### src/bccs_pkg.sv
// Constants, types and register map of the controller condition status block
package bccs_pkg;

    localparam int ADDR_W = 16;
    localparam int DATA_W = 16;
    localparam int FLAG_W = 8;
    localparam int RESULT_W = 7;
    localparam int IRQ_W = 2;

    localparam logic [ADDR_W-1:0] ADDR_MASTER_CFG  = 16'h0000;
    localparam logic [ADDR_W-1:0] ADDR_COND_STATUS = 16'h0037;
    localparam logic [ADDR_W-1:0] ADDR_IRQ_STATUS  = 16'h0040;
    localparam logic [ADDR_W-1:0] ADDR_IRQ_MASK    = 16'h0041;

    localparam int CFG_LAUNCH_POS = 13;
    localparam int CFG_ENABLE_POS = 12;
    localparam int RUN_POS        = 15;
    localparam int RESULT_LSB     = 8;
    localparam int FLAG_MODE_LSB  = 8;
    localparam int IRQ_TRAP_POS   = 0;
    localparam int IRQ_HALT_POS   = 1;

    localparam logic              CFG_ENABLE_RESET = 1'h0;
    localparam logic [FLAG_W-1:0] FLAGS_RESET      = 8'h00;
    localparam logic [RESULT_W-1:0] RESULT_RESET   = 7'h00;
    localparam logic [IRQ_W-1:0]  IRQ_RESET        = 2'h0;
    localparam logic [DATA_W-1:0] READ_IDLE        = 16'h0000;

    typedef enum logic [1:0] {
        FLAG_SET,
        FLAG_CLEAR,
        FLAG_TOGGLE,
        FLAG_LOAD
    } bccs_flag_mode_t;

    typedef enum logic {
        RUN_STOPPED,
        RUN_ACTIVE
    } bccs_run_t;

endpackage : bccs_pkg

### src/bccs_condition_status.sv
// Controller condition status register, flag logic, run state and trap interrupt
//
// Implementation choice: the plain strobed port.
`timescale 1ns/1ps
module bccs_condition_status #(
    parameter int FLAGS   = bccs_pkg::FLAG_W,
    parameter int RESULTS = bccs_pkg::RESULT_W
) (
    input  wire logic                            sys_clk,
    input  wire logic                            rst,
    input  wire logic [bccs_pkg::ADDR_W-1:0]     addr,
    input  wire logic [bccs_pkg::DATA_W-1:0]     wrData,
    input  wire logic                            wrEn,
    input  wire logic                            rdEn,
    output logic [bccs_pkg::DATA_W-1:0]          rdData,
    input  wire logic                            controllerEnablePin,
    input  wire logic                            haltOp,
    input  wire logic                            illegalOpcode,
    input  wire logic                            flagManipulateOp,
    input  wire bccs_pkg::bccs_flag_mode_t       flagOpMode,
    input  wire logic [FLAGS-1:0]                flagOpMask,
    input  wire logic                            frameTimerCompareOp,
    input  wire logic                            messageTimerCompareOp,
    input  wire logic                            compareLess,
    input  wire logic                            compareEqual,
    input  wire logic                            messageDone,
    input  wire logic [RESULTS-1:0]              messageResult,
    output logic                                 controllerRunning,
    output logic                                 controllerTrapIrq
);
    import bccs_pkg::*;

    ////////////////////////////////////////////////////////////////////////
    // Parameter check

    if (FLAGS != FLAG_W || RESULTS != RESULT_W) begin : gBadParam
        $error("Flag and result widths must fill the 16-bit register");
    end

    ////////////////////////////////////////////////////////////////////////
    // Declarations

    bccs_run_t                 runState;
    bccs_run_t                 next_runState;
    logic                      cfgEnable;
    logic [FLAGS-1:0]          flags;
    logic [FLAGS-1:0]          afterHost;
    logic [FLAGS-1:0]          next_flags;
    logic [RESULTS-1:0]        resultBits;
    logic [IRQ_W-1:0]          irqStatus;
    logic [IRQ_W-1:0]          irqMask;
    logic [IRQ_W-1:0]          irqEvents;
    logic [DATA_W-1:0]         condWord;
    logic [FLAGS-1:0]          hostMask;
    bccs_flag_mode_t           hostMode;
    logic                      cfgWrite;
    logic                      flagWrite;
    logic                      launchReq;
    logic                      stopCond;
    logic                      compareOp;

    ////////////////////////////////////////////////////////////////////////
    // Decode

    assign cfgWrite  = wrEn && (addr == ADDR_MASTER_CFG);
    // Shared address: a write lands in the flag register only
    assign flagWrite = wrEn && (addr == ADDR_COND_STATUS);
    assign hostMask  = wrData[FLAGS-1:0];
    assign hostMode  = bccs_flag_mode_t'(wrData[FLAG_MODE_LSB +: 2]);
    assign compareOp = frameTimerCompareOp || messageTimerCompareOp;

    // Launch sees the enable bit being written in the same cycle
    assign launchReq = cfgWrite && wrData[CFG_LAUNCH_POS]
                    && wrData[CFG_ENABLE_POS] && controllerEnablePin;
    assign stopCond  = !controllerEnablePin || !cfgEnable
                    || haltOp || illegalOpcode;

    ////////////////////////////////////////////////////////////////////////
    // Master configuration enable bit; launch bit is a pulse, not stored

    always_ff @(posedge sys_clk or posedge rst) begin
        if (rst) begin
            cfgEnable <= CFG_ENABLE_RESET;
        end else if (cfgWrite) begin
            cfgEnable <= wrData[CFG_ENABLE_POS];
        end
    end

    ////////////////////////////////////////////////////////////////////////
    // Run / stop state

    always_comb begin
        next_runState = runState;
        case (runState)
            RUN_STOPPED: begin
                if (launchReq) begin
                    next_runState = RUN_ACTIVE;
                end
            end
            RUN_ACTIVE: begin
                // Any stop cause wins over a relaunch in the same cycle
                if (stopCond) begin
                    next_runState = RUN_STOPPED;
                end
            end
            default: next_runState = RUN_STOPPED;
        endcase
    end

    always_ff @(posedge sys_clk or posedge rst) begin
        if (rst) begin
            runState <= RUN_STOPPED;
        end else begin
            runState <= next_runState;
        end
    end

    assign controllerRunning = (runState == RUN_ACTIVE);

    ////////////////////////////////////////////////////////////////////////
    // General purpose flags: host first, then sequencer ops

    bccs_flag_unit #(
        .WIDTH    (FLAGS)
    ) uHostFlags (
        .flagsIn  (flags),
        .apply    (flagWrite),
        .mode     (hostMode),
        .mask     (hostMask),
        .flagsOut (afterHost)
    );

    bccs_flag_unit #(
        .WIDTH    (FLAGS)
    ) uSeqFlags (
        .flagsIn  (afterHost),
        .apply    (flagManipulateOp),
        .mode     (flagOpMode),
        .mask     (flagOpMask),
        .flagsOut (next_flags)
    );

    // The sequencer acted last, so its compare result overrides bits 1-0
    always_ff @(posedge sys_clk or posedge rst) begin
        if (rst) begin
            flags <= FLAGS_RESET;
        end else if (compareOp) begin
            flags <= {next_flags[FLAGS-1:2], compareLess, compareEqual};
        end else begin
            flags <= next_flags;
        end
    end

    ////////////////////////////////////////////////////////////////////////
    // Message result bits

    always_ff @(posedge sys_clk or posedge rst) begin
        if (rst) begin
            resultBits <= RESULT_RESET;
        end else if (messageDone) begin
            resultBits <= messageResult;
        end
    end

    ////////////////////////////////////////////////////////////////////////
    // Interrupt status and mask

    always_comb begin
        irqEvents = '0;
        irqEvents[IRQ_TRAP_POS] = controllerRunning && illegalOpcode;
        irqEvents[IRQ_HALT_POS] = controllerRunning && haltOp;
    end

    // A new event beats a write-one clear in the same cycle
    always_ff @(posedge sys_clk or posedge rst) begin
        if (rst) begin
            irqStatus <= IRQ_RESET;
        end else begin
            irqStatus <= (irqStatus & ~((wrEn && addr == ADDR_IRQ_STATUS)
                          ? wrData[IRQ_W-1:0] : IRQ_RESET)) | irqEvents;
        end
    end

    always_ff @(posedge sys_clk or posedge rst) begin
        if (rst) begin
            irqMask <= IRQ_RESET;
        end else if (wrEn && addr == ADDR_IRQ_MASK) begin
            irqMask <= wrData[IRQ_W-1:0];
        end
    end

    assign controllerTrapIrq = |(irqStatus & irqMask);

    ////////////////////////////////////////////////////////////////////////
    // Read port; reads only sample state

    assign condWord = {controllerRunning, resultBits, flags};

    always_ff @(posedge sys_clk or posedge rst) begin
        if (rst) begin
            rdData <= READ_IDLE;
        end else if (rdEn) begin
            case (addr)
                ADDR_COND_STATUS: rdData <= condWord;
                ADDR_MASTER_CFG:  rdData <= DATA_W'({cfgEnable, 12'h000});
                ADDR_IRQ_STATUS:  rdData <= DATA_W'(irqStatus);
                ADDR_IRQ_MASK:    rdData <= DATA_W'(irqMask);
                default:          rdData <= READ_IDLE;
            endcase
        end else begin
            rdData <= READ_IDLE;
        end
    end
endmodule : bccs_condition_status

### src/bccs_flag_unit.sv
// One set, clear, toggle or load step applied to a flag byte
`timescale 1ns/1ps
module bccs_flag_unit #(
    parameter int WIDTH = 8
) (
    input  wire logic [WIDTH-1:0]             flagsIn,
    input  wire logic                         apply,
    input  wire bccs_pkg::bccs_flag_mode_t    mode,
    input  wire logic [WIDTH-1:0]             mask,
    output logic [WIDTH-1:0]                  flagsOut
);
    import bccs_pkg::*;

    if (WIDTH < 1) begin : gBadWidth
        $error("Flag width must be at least one bit");
    end

    always_comb begin
        flagsOut = flagsIn;
        if (apply) begin
            case (mode)
                FLAG_SET:    flagsOut = flagsIn | mask;
                FLAG_CLEAR:  flagsOut = flagsIn & ~mask;
                FLAG_TOGGLE: flagsOut = flagsIn ^ mask;
                FLAG_LOAD:   flagsOut = mask;
                default:     flagsOut = flagsIn;
            endcase
        end
    end

endmodule : bccs_flag_unit

### config.mk
export PLATFORM = sky130hd
export DESIGN_NAME = bccs_condition_status
export DESIGN_NICKNAME = d
export VERILOG_FILES = /design/src/bccs_pkg.sv /design/src/bccs_condition_status.sv /design/src/bccs_flag_unit.sv
export SDC_FILE = /design/constraint.sdc
export NUM_CORES = 1
export LEC_CHECK = 0
export ABC_AREA = 1
export BUFFER_PORTS_ARGS = -buffer_cell sky130_fd_sc_hd__buf_2
export CAP_MARGIN = 0
export CORE_ASPECT_RATIO = 1.25
export CORE_MARGIN = 1
export CORE_UTILIZATION = 54
export CTS_BUF_LIST = sky130_fd_sc_hd__clkbuf_4 sky130_fd_sc_hd__clkbuf_8
export CTS_CLUSTER_DIAMETER = 100
export DETAILED_ROUTE_END_ITERATION = 7
export GPL_TIMING_DRIVEN = 1
export PLACE_DENSITY = 0.83
export SETUP_SLACK_MARGIN = 0.15
export SLEW_MARGIN = 30
export SYNTH_ARGS = -nofsm -noshare
export SYNTH_HDL_FRONTEND = slang
export SYNTH_SLANG_ARGS = --single-unit
export TNS_END_PERCENT = 1
### constraint.sdc
create_clock -name sys_clk -period 2.35 [get_ports sys_clk]
set_input_delay 0.47 -clock sys_clk [delete_from_list [all_inputs] [get_ports sys_clk]]
set_output_delay 0.47 -clock sys_clk [all_outputs]
set_load 0.02 [all_outputs]
Word-level counts from Yosys, hierarchy flattened
Index checks and enable logic that the tools add are counted.
{"block": "word_totals", "regBits": 37}
{"block": "op_classes", "eq_ne": 9, "muxes": 11, "bitwise": 13, "n_reduce_logical": 19}
{"cell": "one-hot mux 16 bit (4 select lines)", "count": 1}
{"cell": "one-hot mux 8 bit (4 select lines)", "count": 2}
{"cell": "equality test 16 x 7 -> 1 bit (second input constant)", "count": 2}
{"cell": "AND 8 bit", "count": 2}
{"cell": "equality test 16 x 6 -> 1 bit (second input constant)", "count": 1}
{"cell": "logical NOT 16 bit", "count": 1}
{"cell": "two-way mux 16 bit", "count": 1}
{"cell": "two-way mux 8 bit", "count": 2}
{"cell": "inverter 8 bit", "count": 2}
{"cell": "OR 8 bit", "count": 2}
{"cell": "XOR 8 bit", "count": 2}
{"cell": "logical AND 1 bit", "count": 9}
{"cell": "equality test 2 bit (second input constant)", "count": 4}
{"cell": "AND 2 bit", "count": 2}
{"cell": "equality test 2 x 1 -> 1 bit (second input constant)", "count": 2}
{"cell": "logical NOT 2 bit", "count": 2}
{"cell": "logical OR 1 bit", "count": 4}
{"cell": "two-way mux 2 bit", "count": 2}
{"cell": "logical NOT 1 bit", "count": 2}
{"cell": "two-way mux 1 bit", "count": 2}
{"cell": "inverter 2 bit", "count": 1}
{"cell": "OR 2 bit", "count": 1}
{"cell": "one-hot mux 1 bit (2 select lines)", "count": 1}
{"cell": "OR reduction 2 bit", "count": 1}
{"cell": "inverter 1 bit", "count": 1}

Longest topological paths before layout
{"block": "logic_depth", "ltp_word": 8, "depth_mapped": 15}

By module
From an unflattened synthesis, not the netlist that was laid out.
{"block": "hier_totals", "cells_unflattened": 377, "area_unflattened_um2": 2728.9}
{"mod": "bccs_condition_status", "n_inst": 1, "cells_each": 159, "area_per_inst_um2": 1500.2, "seq_area_each_um2": 925.9}
{"mod": "bccs_flag_unit", "n_inst": 2, "cells_each": 109, "area_per_inst_um2": 614.3, "seq_area_each_um2": 0.0}

Least setup slack after synthesis
Ideal clock, no wire load.
{"block": "synth_timing", "kind": "in2reg", "start": "in addr[15] (netlist name)", "end": "reg flags[6]", "setup_time_ns": 0.134, "t_arrival_ns": 1.984, "required_ns": 2.216, "setup_slack_ns": 0.233, "stages": 13, "path_buffers": 1, "path_cell_list": "nor2_1 > nand2_1 > nor2_4 > nand2_4 > nor2_8 > buf_12 > nand2_2 > o21ai_4 > inv_2 > ha_1 > and3_1 > o31ai_1 > o21ai_2"}
{"block": "synth_between", "elab_chain_cells": 6, "word_cells_on_any_way": 8, "classes_between": "eq/ne: 1; mux: 3; bitwise: 3; reduce/logical: 1"}
{"element": "start, declared", "line": "bccs_condition_status.sv:11", "rtl": "input wire logic [bccs_pkg::ADDR_W-1:0] addr,"}
{"element": "equality test 16 x 6 -> 1 bit (*)", "line": "bccs_condition_status.sv:67", "rtl": "assign flagWrite = wrEn && (addr == ADDR_COND_STATUS);"}
{"element": "logical AND 1 bit (*)", "line": "bccs_condition_status.sv:67"}
{"element": "two-way mux 8 bit (*)", "line": "bccs_flag_unit.sv:20", "rtl": "if (apply) begin"}
{"element": "XOR 8 bit, or another cell as far along", "line": "bccs_flag_unit.sv:24", "rtl": "FLAG_TOGGLE: flagsOut = flagsIn ^ mask;"}
{"element": "one-hot mux 8 bit (4 select lines)", "line": "bccs_flag_unit.sv:21", "rtl": "case (mode)"}
{"element": "two-way mux 8 bit (*)", "line": "bccs_flag_unit.sv:20"}
{"element": "named net next_flags[6]", "line": "bccs_condition_status.sv:48", "rtl": "logic [FLAGS-1:0] next_flags;"}
{"element": "end signal, assigned", "line": "bccs_condition_status.sv:148", "rtl": "flags <= {next_flags[FLAGS-1:2], compareLess, compareEqual};"}
{"element": "end signal, assigned", "line": "bccs_condition_status.sv:150", "rtl": "flags <= next_flags;"}
{"element": "end, declared", "line": "bccs_condition_status.sv:46", "rtl": "logic [FLAGS-1:0] flags;"}
Mark *: on every way through the listed nets, which the timed path passes. The rest lies on a longest branch.
A chain may end at the register's enable or synchronous reset.

Worst setup path in the final report
{"block": "layout_timing", "start": "reg flags[1]", "end": "reg flags[1]"}
{"block": "layout_between", "elab_chain_cells": 7, "word_cells_on_any_way": 11, "classes_between": "mux: 5; bitwise: 6"}
{"element": "XOR 8 bit, or another cell as far along", "line": "bccs_flag_unit.sv:24"}
{"element": "one-hot mux 8 bit (4 select lines)", "line": "bccs_flag_unit.sv:21"}
{"element": "two-way mux 8 bit (*)", "line": "bccs_flag_unit.sv:20"}
{"element": "XOR 8 bit, or another cell as far along", "line": "bccs_flag_unit.sv:24"}
{"element": "one-hot mux 8 bit (4 select lines)", "line": "bccs_flag_unit.sv:21"}
{"element": "two-way mux 8 bit (*)", "line": "bccs_flag_unit.sv:20"}
{"element": "two-way mux 2 bit (*)", "line": "bccs_condition_status.sv:147", "rtl": "end else if (compareOp) begin"}
Mark *: on every way between the ends. The rest lies on a longest branch, timed or not.

==> summary.md <==
| Metric | Value |
|---|---|
| DR vias/cell | 4.99 |
| Status | completed |
| Setup violations, final | 0 |
| Arr. time, crit path | 2.27 ns |
| Vias in the first global route | 2328 |
| Fin nets | 535 |
| Register area share after synthesis | 0.345 |
| PwrDens | 519 nW/um2 |
| HP Class | in2async |
| Clk sinks | 37 |
| Via Count | 2504 |
| IO Port Bufs | 75 |
| Setup TNS | 0 ns |
| First-pass GRT wire length | 9.71 mm |
| Area share of the leading cell type in the synthesized netlist | 0.345 |
| Cell count after synthesis | 356 |
| Tightest Pin Transition | 0.463 ns |
| Initial antenna violation count | 0 |
| Fin. Hold Viols | 0 |
| Most common cell after layout, fill and taps aside | nand2_1 |
| Crit Path Category | reg2reg |
| Synth cell types | 28 |
| DR WL/cell | 11.4 um |
| Critical path peak fanout | 3 |
| Max transition margin | 0.692 |
| Fmax | 0.478 GHz |
| Clock Latency Late Sink | 0.30 ns |
| # IOs | 80 |
| Synth top area cells | dfrtp_1, ha_1, nand2_1, inv_1, nor2_1 |
| CTS clk-pin slew, worst paths | 0.09 ns |
| Drt total wl | 5.72 mm |
| Gpl congestion | 0.902 |
| Min Tclk post-route | 2.09 ns |
| Synth warn | 0 |
| Synthesized area | 2690 um2 |
| FILL cells | 437 |
| Layout Utilization | 0.692 |
| Clk root buf | clkbuf_8 |
| Area of the multi-input gates | 1490 um2 |
| Total Power | 1.71 mW |
| Fin crit share | 0.889 |
| N_diodes | 0 |
| Most frequent cells in the layout | nand2_1, buf_2, inv_1 |
| DRC viols | 0 |
| RSZ-0062 raised after global routing | yes |
| CTS Hold Bufs | 0 |
| Final slew viol count | 0 |
| Clk_skew | 0.0100 ns |
| CTS HTree Levels | 2 |
| Iter 0 DRT Violations | 175 |
| Crit start category | register |
| CTS tree | done |
| CP required | 2.53 ns |
| CP Capture Type | register |
| Layout cells sized above 1 | 0.276 |
| Num CTS Buffers | 5 |
| Largest net degree at the start of global routing | 38 |
| Synth area leader | dfrtp_1 |
| Yosys reg bits | 37 |
| Max-Cap Viols | 0 |
| LEAKAGE | 1.91 nW |
| Smallest hold slack | 0.264 ns |
| Row count | 28 |
| Reg area | 926 um2 |
| Gr ovfl total | 0 |
| Die X | 65.1 um |
| Deepest clock path buffer count | 2 |
| Layout area overhead | 22.7% |
| Initial Util | 0.564 |
| Die height | 80.9 um |
| Syn nets | 450 |
| Global Route Usage Sum | 0.233 |
| Detail Route Antenna Nets | 0 |
| Core area | 4760 um2 |
| Syn_area_per_cell | 7.55 um2 |
| HPWL reported at the end of detailed placement | 4.55 mm |
| Peak supply drop | 0.251 mV |
| DRT Pass-1 Iters | 5 |
| Die ar. | 5260 um2 |
## final cells by class
cell class	count	share of cell area
multi-input cells	252	0.453
flip-flops and latches	37	0.281
repair buffers	82	0.130
inverters	63	0.0718
well taps	60	0.0228
clock buffers	5	0.0209
clock inverters	3	0.0209
## critical path, cell delays in order, from the launching register on
cell	delay, ns
dfrtp_1	0.39
inv_1	0.11
ha_1	0.24
o21ai_0	0.16
nand3_1	0.09
nand2_1	0.09
nand2_2	0.06
nand2_1	0.08
inv_1	0.05
ha_1	0.17
o21ai_0	0.20
o211ai_1	0.12
a21oi_1	0.15
a21oi_1	0.08
## power breakdown
group / switching (mW) / total, mW / internal (mW)
Sequential: 0.0239 / 0.692 / 0.668
Combinational: 0.204 / 0.344 / 0.141
Clock: 0.245 / 0.672 / 0.427
Total: 0.473 / 1.71 / 1.24
## registers in the layout (all words and copies together), names as in the netlist
name and flops:
cfgEnable 1, controllerRunning 1, flags 8, irqMask 2, irqStatus 2, rdData 16, resultBits 7
## Yosys cell counts
library cell,number
and3_1,1
o21ai_1,1
o21ai_2,8
dfrtp_1,37
clkbuf_1,2
nand2_4,1
nor3_1,1
buf_12,1
o21ai_0,22
nor2_4,3
o211ai_1,3
o221ai_1,2
o21ai_4,2
buf_6,1
ha_1,32
nand3b_1,3
nand4_1,2
inv_2,5
o22ai_1,2
nand2_1,80
a21oi_1,7
nor2_1,51
inv_1,58
o31ai_1,1
o2111ai_1,3
nand3_1,16
nand2_2,10
nor2_8,1
## stage by stage
| stage | worst slack, ns | cells | area, um2 |
|---|---|---|---|
| final | 0.260 | 502 | 3300 |
| after global routing | 0.115 | 502 | 3300 |
| after CTS | 0.236 | 501 | 3280 |
| after detailed placement | 0.0705 | 493 | 3140 |
| after global placement | 0.132 | 493 | 3140 |
| after floorplan | 0.233 | 356 | 2690 |
## final timing paths
check	slack, ns	cells past startpoint	endpoint	startpoint
setup / recovery	0.26	13	flags[1]	flags[1]
hold / removal	0.26	3	rdData[7]	rst
min in group sys_clk	0.39	3	resultBits[1]	messageResult[1]
max in group asynchronous	1.75	3	rdData[15]	rst
setup reg to reg	0.26	13	flags[1]	flags[1]
hold reg to reg	0.49	2	irqMask[0]	irqMask[0]
## metal layers
metal	wire length, um	part of all wire	up-vias	track usage
li1	-	-	1286	-
met1	2440	0.43	1117	0.274
met2	2890	0.50	86	0.427
met3	255	0.045	15	0.0309
met4	136	0.024	0	0.0870
met5	0	0	-	0
## kinds of logic (layout without fill, tap and decap cells)
logic type | count (synthesis) | count (layout) | synth area share
flops | 37 | 37 | 0.345
buf+inv | 67 | 153 | 0.102
fa+ha+maj | 32 | 32 | 0.149
compound gates | 51 | 51 | 0.126
simple gates | 169 | 169 | 0.278
## repair_timing
item | in CTS | in global routing
buffers inserted | 0 | 1
resized for setup | 0 | 4
endpoints found under the setup margin | 0 | 3
endpoints found under the hold margin | 0 | 0
Note: power is estimated with default switching activity, not from simulation.
